==> src/stpd_pkg.sv <==
// What this block does
// - powerdown puts every transmitter output high-impedance
// - receiver outputs always driven, every mode
// - transmitter output is inverse of its input
// - receiver output is inverse of line level
// - powerdown switches off charge pump enable
// - force sleep low means manual powerdown always
// - both force inputs high keeps device active
// - thirty seconds without transitions enters automatic powerdown
// - any tx_in or rx_line transition wakes from automatic powerdown
// - timer stays expired after powerdown until woken
// - raising force sleep alone does not wake
// - force active falling gives full thirty seconds
// - powerdown exit completes within one hundred microseconds
// - invalid flag low after thirty microseconds invalid
// - invalid flag never changes power state itself
// - invalid flag high when any receiver valid
// - tied force inputs act as one sleep control
// - invalid driving force inputs emulates simple powerdown
// - invalid flag rises within one microsecond
// - invalid detection works in every power mode
package stpd_pkg;

  localparam int unsigned CHAN_N        = 3;
  localparam longint unsigned CLK_HZ    = 64'd10_000_000;
  localparam longint unsigned IDLE_S    = 64'd30;
  localparam longint unsigned IDLE_CYC  = IDLE_S * CLK_HZ;
  localparam longint unsigned INV_US    = 64'd30;
  // strictly more than the time: one cycle past it
  localparam longint unsigned INV_CYC   = INV_US * CLK_HZ / 64'd1_000_000 + 64'd1;
  localparam longint unsigned WAKE_US   = 64'd100;
  // syncs, wake request and state register use part of the wake budget
  localparam longint unsigned WAKE_LAT  = 64'd5;
  localparam longint unsigned WAKE_CYC  = WAKE_US * CLK_HZ / 64'd1_000_000 - WAKE_LAT;
  localparam int unsigned CNT_W         = 32;

  typedef enum logic [1:0] {
    STPD_ACTIVE,
    STPD_SLEEP,
    STPD_WAKING
  } stpd_state_t;

  typedef struct packed {
    logic [CHAN_N-1:0] tx_line;
    logic [CHAN_N-1:0] tx_oe;
    logic [CHAN_N-1:0] rx_out;
  } stpd_lines_t;

endpackage

==> src/stpd_sync.sv <==
`timescale 1ns/100ps
module stpd_sync
  import stpd_pkg::*;
#(
  parameter int unsigned W = 1
) (
  // clock and reset
  input  wire logic         clk_sys,
  input  wire logic         rstn,
  // data
  input  wire logic [W-1:0] d,
  output logic      [W-1:0] q
);

  logic [W-1:0] meta_reg;

  always_ff @(posedge clk_sys) begin
    if (!rstn) begin
      meta_reg <= '0;
      q        <= '0;
    end else begin
      meta_reg <= d;
      q        <= meta_reg;
    end
  end

endmodule

==> src/stpd_timer.sv <==
`timescale 1ns/100ps
module stpd_timer
  import stpd_pkg::*;
(
  // clock and reset
  input  wire logic             clk_sys,
  input  wire logic             rstn,
  // control
  input  wire logic             restart,
  input  wire logic [CNT_W-1:0] limit,
  output logic                  expired
);

  logic [CNT_W-1:0] cnt_reg;

  // saturates at limit; restart reloads and wins over expiry
  always_ff @(posedge clk_sys) begin
    if (!rstn) begin
      cnt_reg <= '0;
    end else if (restart) begin
      cnt_reg <= '0;
    end else if (cnt_reg < limit) begin
      cnt_reg <= cnt_reg + 1'b1;
    end
  end

  assign expired = (cnt_reg >= limit) && !restart;

endmodule

==> src/stpd_ctrl.sv <==
`timescale 1ns/100ps
module stpd_ctrl
  import stpd_pkg::*;
#(
  parameter logic [CNT_W-1:0] IDLE_COUNT = CNT_W'(IDLE_CYC),
  parameter logic [CNT_W-1:0] INV_COUNT  = CNT_W'(INV_CYC),
  parameter logic [CNT_W-1:0] WAKE_COUNT = CNT_W'(WAKE_CYC)
) (
  // clock and reset
  input  wire logic              clk_sys,
  input  wire logic              rstn,
  // power controls from host
  input  wire logic              force_active_in,
  input  wire logic              force_sleep_in,
  // logic-side transmitter inputs
  input  wire logic [CHAN_N-1:0] tx_in,
  // line-side receiver levels and validity sense
  input  wire logic [CHAN_N-1:0] rx_line,
  input  wire logic [CHAN_N-1:0] rx_valid,
  // line and logic outputs
  output stpd_lines_t            lines,
  // status
  output logic                   invalid_n,
  output logic                   pump_en,
  output logic                   powered
);

  logic [CHAN_N-1:0] tx_s;
  logic [CHAN_N-1:0] rx_s;
  logic [CHAN_N-1:0] val_s;
  logic [1:0]        frc_s;
  logic [CHAN_N-1:0] tx_prev_reg;
  logic [CHAN_N-1:0] rx_prev_reg;
  logic              fa_prev_reg;
  logic              edge_seen;
  logic              held_off_reg;
  logic              fa_fall;
  logic              idle_exp;
  logic              inv_exp;
  logic              any_valid;
  logic              idle_restart;
  logic              want_on;
  logic              wake_done;
  stpd_state_t       state_reg;
  stpd_state_t       state_next;

  stpd_sync #(.W(CHAN_N)) u_sync_tx (.clk_sys(clk_sys), .rstn(rstn), .d(tx_in),    .q(tx_s));
  stpd_sync #(.W(CHAN_N)) u_sync_rx (.clk_sys(clk_sys), .rstn(rstn), .d(rx_line),  .q(rx_s));
  stpd_sync #(.W(CHAN_N)) u_sync_vl (.clk_sys(clk_sys), .rstn(rstn), .d(rx_valid), .q(val_s));
  stpd_sync #(.W(2)) u_sync_frc (
    .clk_sys(clk_sys),
    .rstn   (rstn),
    .d      ({force_active_in, force_sleep_in}),
    .q      (frc_s)
  );

  always_ff @(posedge clk_sys) begin
    if (!rstn) begin
      tx_prev_reg <= '0;
      rx_prev_reg <= '0;
      fa_prev_reg <= 1'b0;
    end else begin
      tx_prev_reg <= tx_s;
      rx_prev_reg <= rx_s;
      fa_prev_reg <= frc_s[1];
    end
  end

  assign edge_seen = |((tx_s ^ tx_prev_reg) | (rx_s ^ rx_prev_reg));
  assign fa_fall   = !frc_s[1] && fa_prev_reg;

  // timer restarts on any tx or rx transition or force-active edge; held high keeps it fresh
  assign idle_restart = edge_seen || frc_s[1] || fa_fall;

  // timer only leaves expiry through a restart, so a powerdown keeps it expired
  stpd_timer u_idle (
    .clk_sys(clk_sys),
    .rstn   (rstn),
    .restart(idle_restart),
    .limit  (IDLE_COUNT),
    .expired(idle_exp)
  );

  // manual powerdown parks the idle logic timed out; raising force-sleep
  // alone must not wake, only a transition or force-active high releases it
  always_ff @(posedge clk_sys) begin
    if (!rstn) begin
      held_off_reg <= 1'b0;
    end else if (!frc_s[0]) begin
      held_off_reg <= 1'b1;
    end else if (idle_restart) begin
      held_off_reg <= 1'b0;
    end
  end

  assign any_valid = |val_s;

  stpd_timer u_inv (
    .clk_sys(clk_sys),
    .rstn   (rstn),
    .restart(any_valid),
    .limit  (INV_COUNT),
    .expired(inv_exp)
  );

  // free of power state, so it runs in every mode
  always_ff @(posedge clk_sys) begin
    if (!rstn) begin
      invalid_n <= 1'b0;
    end else if (any_valid) begin
      invalid_n <= 1'b1;
    end else if (inv_exp) begin
      invalid_n <= 1'b0;
    end
  end

  // invalid flag feeds nothing here; only external wiring links it
  always_comb begin
    if (!frc_s[0]) begin
      want_on = 1'b0;
    end else if (frc_s[1]) begin
      want_on = 1'b1;
    end else begin
      want_on = !idle_exp && !held_off_reg;
    end
  end

  // wake delay: pump settles before transmitters drive
  stpd_timer u_wake (
    .clk_sys(clk_sys),
    .rstn   (rstn),
    .restart(state_reg != STPD_WAKING),
    .limit  (WAKE_COUNT),
    .expired(wake_done)
  );

  always_comb begin
    state_next = state_reg;
    unique case (state_reg)
      STPD_ACTIVE: begin
        if (!want_on) begin
          state_next = STPD_SLEEP;
        end
      end
      STPD_SLEEP: begin
        if (want_on) begin
          state_next = STPD_WAKING;
        end
      end
      STPD_WAKING: begin
        if (!want_on) begin
          state_next = STPD_SLEEP;
        end else if (wake_done) begin
          state_next = STPD_ACTIVE;
        end
      end
      default: state_next = STPD_SLEEP;
    endcase
  end

  always_ff @(posedge clk_sys) begin
    if (!rstn) begin
      state_reg <= STPD_SLEEP;
    end else begin
      state_reg <= state_next;
    end
  end

  always_ff @(posedge clk_sys) begin
    if (!rstn) begin
      pump_en <= 1'b0;
      powered <= 1'b0;
    end else begin
      pump_en <= (state_next != STPD_SLEEP);
      powered <= (state_next == STPD_ACTIVE);
    end
  end

  always_ff @(posedge clk_sys) begin
    if (!rstn) begin
      lines <= '0;
    end else begin
      lines.tx_line <= ~tx_s;
      lines.tx_oe   <= {CHAN_N{state_next == STPD_ACTIVE}};
      lines.rx_out  <= ~rx_s;
    end
  end

endmodule

==> config.mk <==
export PLATFORM = sky130hd
export DESIGN_NAME = stpd_ctrl
export DESIGN_NICKNAME = d
export VERILOG_FILES = /design/src/stpd_pkg.sv /design/src/stpd_sync.sv /design/src/stpd_timer.sv /design/src/stpd_ctrl.sv
export SDC_FILE = /design/constraint.sdc
export NUM_CORES = 1
export LEC_CHECK = 0
export BUFFER_PORTS_ARGS = -buffer_cell sky130_fd_sc_hd__clkbuf_2
export CAP_MARGIN = 10
export CORE_UTILIZATION = 30
export CTS_BUF_LIST = sky130_fd_sc_hd__clkbuf_2
export DETAILED_ROUTE_END_ITERATION = 8
export MAX_ROUTING_LAYER = met4
export RECOVER_POWER = 25
export SETUP_SLACK_MARGIN = 0.05
export SYNTH_ARGS = -nofsm -noshare
export SYNTH_HDL_FRONTEND = slang
export SYNTH_SLANG_ARGS = --single-unit
==> constraint.sdc <==
create_clock -name clk_sys -period 3.5 [get_ports clk_sys]
set_clock_uncertainty 0.15 [all_clocks]
set_input_delay 0.7 -clock clk_sys [delete_from_list [all_inputs] [get_ports clk_sys]]
set_output_delay 0.7 -clock clk_sys [all_outputs]
set_load 0.05 [all_outputs]
==> run_results.csv, run 1 <==
group,metric,value,unit
synth,synth_edf_count,0,
worst_setup_path,critPathRequiredTime,3.93,ns
power,combinationalPowerShare,3.8,%
worst_setup_path,cp_cell_sequence,"ha_1, nand2_1, nor4_1, o211ai_2, or4_1, a21oi_1",
power,p_sw_share,22.4,%
cells_and_area,fin_area,5770,µm²
placement,gp_congestion,0.808,
placement,hpwlAfterDp,6030,µm
sta,relSlewSlack,17.5,%
worst_setup_path,crit_slowest_cell,"or4_1",
clocking,post_cts_buffers,0,
synth,ys_seq_area_share,52.9,%
floorplan,die_h,133,µm
clocking,clock_latency,0.64,ns
drt,drc,0,
synth,syn_inst,528,
sta,post-route-min-period,2.51,ns
placement,portBuffers,24,
clocking,clock-root-buffer,"clkbuf_2",
synth,ys_async_sr_fraction,0,%
power,leakage,2.16,nW
power,p_switching,0.603,mW
synth,synthAdderAreaFrac,1.45,%
power,peakVddDrop,0.000411,V
floorplan,die_w,133,µm
sta,tns,0,ns
clocking,htree_levels,4,
floorplan,initial_core_util,31.0,%
synth,yosys_warnings,0,
power,p_clk_share,36.8,%
sta,tightest_slew,1.24,ns
sta,post-route-period-util,71.8,%
worst_setup_path,critPathKind,"flop to flop",
worst_setup_path,critPathMaxFanout,8,
floorplan,rows,47,
synth,synth_compound_area_share,10.0,%
placement,post_dp_cell_area,5500,µm²
drt,num_vias,3800,
cells_and_area,final-seq-area,2740,µm²
clocking,cts_sinks,137,
synth,syn-mean-instance-area,9.82,µm²
global_routing,grt_pass1_vias,3580,
synth,synth_top_family_by_area,"simple AND/OR/NAND/NOR gates",
global_routing,grt_antenna_before_repair,0,
floorplan,dieArea,17800,µm²
floorplan,io_pins,25,
synth,synthSimpleGateAreaFrac,28.4,%
worst_setup_path,cpPeakStageDelay,0.55,ns
global_routing,grt_overflow,0,
drt,dr.pass1.iters,4,
synth,syn-num-nets,547,
worst_setup_path,rr_worst_depth,6,
worst_setup_path,critPathCaptureType,"flop",
cells_and_area,multi_input_area,2290,µm²
clocking,cts_tree,"done",
synth,synth_cell_type_count,49,
drt,drt_iter0_markers,144,
cells_and_area,finalNonFillerCells,785,
global_routing,grt_max_degree,45,
sta,setup_violations,0,
sta,max_freq,398,MHz
floorplan,core_area,16800,µm²
hold_path,hold_path_class,"input port to flop",
synth,synth_top_cell_by_area,"dfxtp_1",
cells_and_area,drive_gt1_share,11.3,%
synth,synthXorXnorAreaFrac,3.38,%
sta,hold_violations,0,
synth,ys_ff_latch,137,
cells_and_area,fillers,1688,
sta,slew_viol_final,0,
placement,post-place-cells,752,
global_routing,grt_use_total,11.2,%
global_routing,grt_pass1_wl,15800,µm
run_status,status,"completed",
drt,routed_wl,9080,µm
drt,viasPerCell,4.84,
clocking,clockBufferDepth,2,
hold_path,hold_path_depth,2,
worst_setup_path,crit_arrival,2.94,ns
cells_and_area,area_growth,11.2,%
drt,antenna_left,0,
synth,muxShareOfSynthArea,0.965,%
clocking,path_clk_slew,0.18,ns
cells_and_area,fin_nets,572,
worst_setup_path,start_kind,"flop",
synth,synthesis.area,5190,µm²
power,p_per_area,467,nW/µm²
power,pwr-share-seq,59.4,%
cells_and_area,n_antenna_cell,0,
synth,yosys_most_used_dff,"dfxtp_1",
clocking,cts-buffers-inserted,17,
power,power.internal,2.09,mW
flow_run,drv_cap,0,
synth,synthTopCellsByArea,"dfxtp_1 53%, and2_1 6.4%, and3_1 3.7%",
sta,rsz0062_at_grt,"no",
synth,synth_top_area_share,52.9,%
drt,wl_per_cell,11.6,µm
-- layer usage --
layer	wire length [µm]	global-route usage (%)
met5	0	-
met4	80	4.04
met3	346	3.73
met2	4120	17.3
met1	4540	13.5
-- cells in the final DEF, fill, tap and decap left out, types with 5 or more instances in the layout --
cell / n
or3_1: 7
ha_1: 6
a21oi_1: 28
and3_1: 31
nor4_1: 21
nor3_1: 9
mux2i_1: 5
nand4_1: 18
xnor2_1: 16
nor2_1: 27
nand2_1: 25
and2_1: 49
o31ai_1: 14
or4_1: 14
and2_0: 6
o21ai_0: 7
clkbuf_2: 44
nand3_1: 15
inv_1: 11
dfxtp_1: 137
and4_1: 5
nor2b_1: 6
-- Yosys cell counts, types with 4 or more instances --
library cell / n
nor2b_1: 6
clkbuf_1: 19
xnor2_1: 16
o21ai_0: 7
mux2i_1: 5
nand3_1: 15
a21oi_1: 28
nand4b_1: 4
nand4_1: 18
xor2_1: 4
and2_1: 53
nor3_1: 9
and4_1: 5
ha_1: 6
o31ai_1: 14
dfxtp_1: 137
or3_1: 7
nor4_1: 21
inv_1: 11
and3_1: 31
o2111ai_1: 4
nand2b_1: 4
nand2_1: 25
nor2_1: 27
or4_1: 14
-- through the flow --
step / utilization, % / power, mW / worst slack, ns / hold slack (ns)
after floorplan: - / 1.70 / 1.23 / 0.262
after global placement: 32.8 / 1.73 / 1.12 / 0.266
after detailed placement: 32.8 / 1.74 / 1.03 / 0.268
after CTS: 34.4 / 2.73 / 1.00 / 0.00306
after global routing: 34.4 / 2.81 / 0.764 / 0.00154
final: 34.4 / 2.69 / 0.989 / 0.0978
-- layout make-up --
cell class,count,share of cell area (%)
Clock buffer,21,1.82
Clock inverter,10,2.62
Inverter,11,0.716
Multi-Input combinational cell,356,39.7
Sequential cell,137,47.5
Tap cell,220,4.77
Timing Repair Buffer,30,2.80
-- cell families after synthesis --
kind of cell | after synthesis
fa+ha+maj | 6
buf+inv | 35
compound gates | 73
mux | 5
simple gates | 252
flops | 137
xor+xnor | 20
-- power groups by stage --
stage	Clock (mW)	Sequential (mW)	Combinational, mW
after floorplan	0	1.65	0.0547
after global placement	0	1.63	0.102
after detailed placement	0	1.63	0.104
after CTS	1.03	1.60	0.104
after global routing	1.09	1.60	0.114
final	0.991	1.60	0.103
-- path summary, 6_finish.rpt --
path / startpoint / to / slack (ns)
worst max register to register: u_idle.cnt_reg[1] / u_idle.cnt_reg[16] / 0.99
worst min-delay path: rx_valid[2] / u_sync_vl.meta_reg[2] / 0.1
worst min register to register: u_sync_vl.meta_reg[1] / u_sync_vl.q[1] / 0.30
worst max-delay path: u_idle.cnt_reg[1] / u_idle.cnt_reg[16] / 0.99
-- worst max-delay path, delay by kind of cell (launching register included) --
kind	cells	cell delay (ns)
compound gates	2	0.43
fa+ha+maj	1	0.25
simple gates	3	1.16
flops	1	0.45
-- repair_timing --
item / CTS / global route
resized for setup: 0 / 0
endpoints found under the hold margin: 0 / 2
hold buffers: 0 / 2
No activity file was read; power rests on OpenSTA's default activity.
==> inputs of run 2 (changes only) <==
==> constraint.sdc (replaced) <==
create_clock -name clk_sys -period 2.1 [get_ports clk_sys]
set_clock_uncertainty 0.15 [all_clocks]
set_input_delay 0.42 -clock clk_sys [delete_from_list [all_inputs] [get_ports clk_sys]]
set_output_delay 0.42 -clock clk_sys [all_outputs]
set_load 0.05 [all_outputs]
==> run_results.csv, run 2 (same netlist as run 1, synthesis figures left out) <==
group,metric,value,unit
global_routing,grt_pass1_wl,16900,µm
floorplan,rows,47,
sta,post-route-period-util,110,%
hold_path,hold_path_class,"flop to flop",
sta,max_freq,434,MHz
worst_setup_path,critPathKind,"flop to flop",
clocking,cts-buffers-inserted,17,
floorplan,dieArea,17800,µm²
power,peakVddDrop,0.000836,V
sta,relSlewSlack,44.3,%
clocking,clock_latency,0.66,ns
cells_and_area,area_growth,20.5,%
floorplan,core_area,16800,µm²
flow_run,drv_cap,0,
sta,hold_violations,0,
worst_setup_path,crit_slowest_cell,"or4_4",
global_routing,grt_pass1_vias,3800,
clocking,cts_sinks,137,
placement,hpwlAfterDp,6470,µm
global_routing,grt_busiest_layer,"met2",
worst_setup_path,start_kind,"flop",
sta,setup_ws,-0.206,ns
worst_setup_path,critPathCaptureType,"flop",
run_status,violations,"setup timing",
placement,place_ws,-0.218,ns
clocking,cts_tree,"done",
global_routing,grt.met2_usage,19.1,%
worst_setup_path,cpPeakStageDelay,0.56,ns
sta,rsz0062_at_grt,"yes",
sta,tightest_slew,0.836,ns
worst_setup_path,critPathRequiredTime,2.55,ns
cells_and_area,fin_area,6250,µm²
power,total_power,4.40,mW
global_routing,grt_use_met3,3.31,%
sta,post-route-min-period,2.31,ns
cells_and_area,n_antenna_cell,0,
drt,dr.pass1.iters,4,
worst_setup_path,crit_arrival,2.75,ns
drt,viasPerCell,4.75,
drt,antenna_left,0,
placement,post_dp_cell_area,5810,µm²
sta,slew_viol_final,0,
power,p_per_area,704,nW/µm²
cells_and_area,fin_nets,625,
power,leakage,2.42,nW
drt,drc,0,
worst_setup_path,reg2reg_slack,-0.21,ns
global_routing,grt_overflow,0,
drt,drt_iter0_markers,147,
global_routing,grt_antenna_before_repair,0,
cells_and_area,drive_gt1_share,19.6,%
floorplan,die_h,133,µm
placement,portBuffers,24,
clocking,clockBufferDepth,2,
drt,routed_wl,9630,µm
clocking,clock-root-buffer,"clkbuf_2",
global_routing,grt_max_degree,36,
floorplan,io_pins,25,
worst_setup_path,cp_cell_sequence,"or4_4, a211oi_4, buf_4, nor2_4, or4_1, a21oi_1",
floorplan,die_w,133,µm
floorplan,initial_core_util,31.0,%
run_status,status,"finished with violations",
clocking,htree_levels,4,
global_routing,grt_util_met1,14.4,%
drt,num_vias,3979,
sta,setup_violations,26,
drt,wl_per_cell,11.5,µm
cells_and_area,final_cell_mix,"135 x dfxtp_1, 45 x and2_1, 44 x buf_4",
placement,gp_congestion,0.851,
clocking,path_clk_slew,0.19,ns
worst_setup_path,critPathMaxFanout,18,
global_routing,grt_use_total,11.9,%
cells_and_area,mostFrequentLayoutCell,"dfxtp_1",
## run 2: cell types whose count changed in the layout (fill, tap and decap cells not counted), sizes merged
cell         delta
buf            +43
dlygate4sd3    +10
inv             +5
clkbuf          -3
bufinv          -2
## run 2: routing by layer
metal	wire length, µm	up-vias
li1	-	2050
met1	4690	1856
met2	4540	66
met3	312	7
met4	89	0
met5	0	-
## run 2: path summary, 6_finish.rpt
| kind | startpoint | to | cells after the start |
|---|---|---|---|
| max | u_idle.cnt_reg[20] | u_idle.cnt_reg[6] | 6 |
| min | u_sync_rx.meta_reg[2] | u_sync_rx.q[2] | 1 |
| max reg2reg | u_idle.cnt_reg[20] | u_idle.cnt_reg[6] | 6 |
| min reg2reg | u_sync_rx.meta_reg[2] | u_sync_rx.q[2] | 1 |
## run 2: area by class of cell
type                            count  area, µm²
Fill cell                        1651      10500
Sequential cell                   137       2750
Multi-Input combinational cell    356       2360
Timing Repair Buffer               83        598
Tap cell                          220        275
Clock inverter                     13        143
Clock buffer                       18       90.1
Inverter                           11       41.3
## run 2: critical path, delay by kind of cell (launching register included)
family,cells,cell delay [ns]
simple gates,3,1.15
compound gates,2,0.40
flops,1,0.36
buf+inv,1,0.19
## run 2: stage by stage
step / TNS, ns / utilization (%) / std cells / hold slack, ns
after floorplan: -0.686 / - / 528 / 0.262
after global placement: -2.22 / 34.6 / 790 / 0.265
after detailed placement: -3.61 / 34.6 / 790 / 0.271
after CTS: -3.78 / 36.9 / 835 / 0.252
after global routing: -6.05 / 37.3 / 838 / 0.251
final: -3.08 / 37.3 / 838 / 0.311
## run 2: report_power, final
group | switching (mW) | internal, mW
Combinational | 0.120 | 0.0771
Sequential | 0.0203 | 2.65
Clock | 0.975 | 0.559
## run 2: what timing repair did
action                                 CTS  global route
buffers inserted                         2             3
setup endpoints to repair               36            39
hold buffers                            12             0
pin swaps                                4             2
gates cloned                             0             0
endpoints found under the hold margin   14             0
gates resized for setup                  3             6
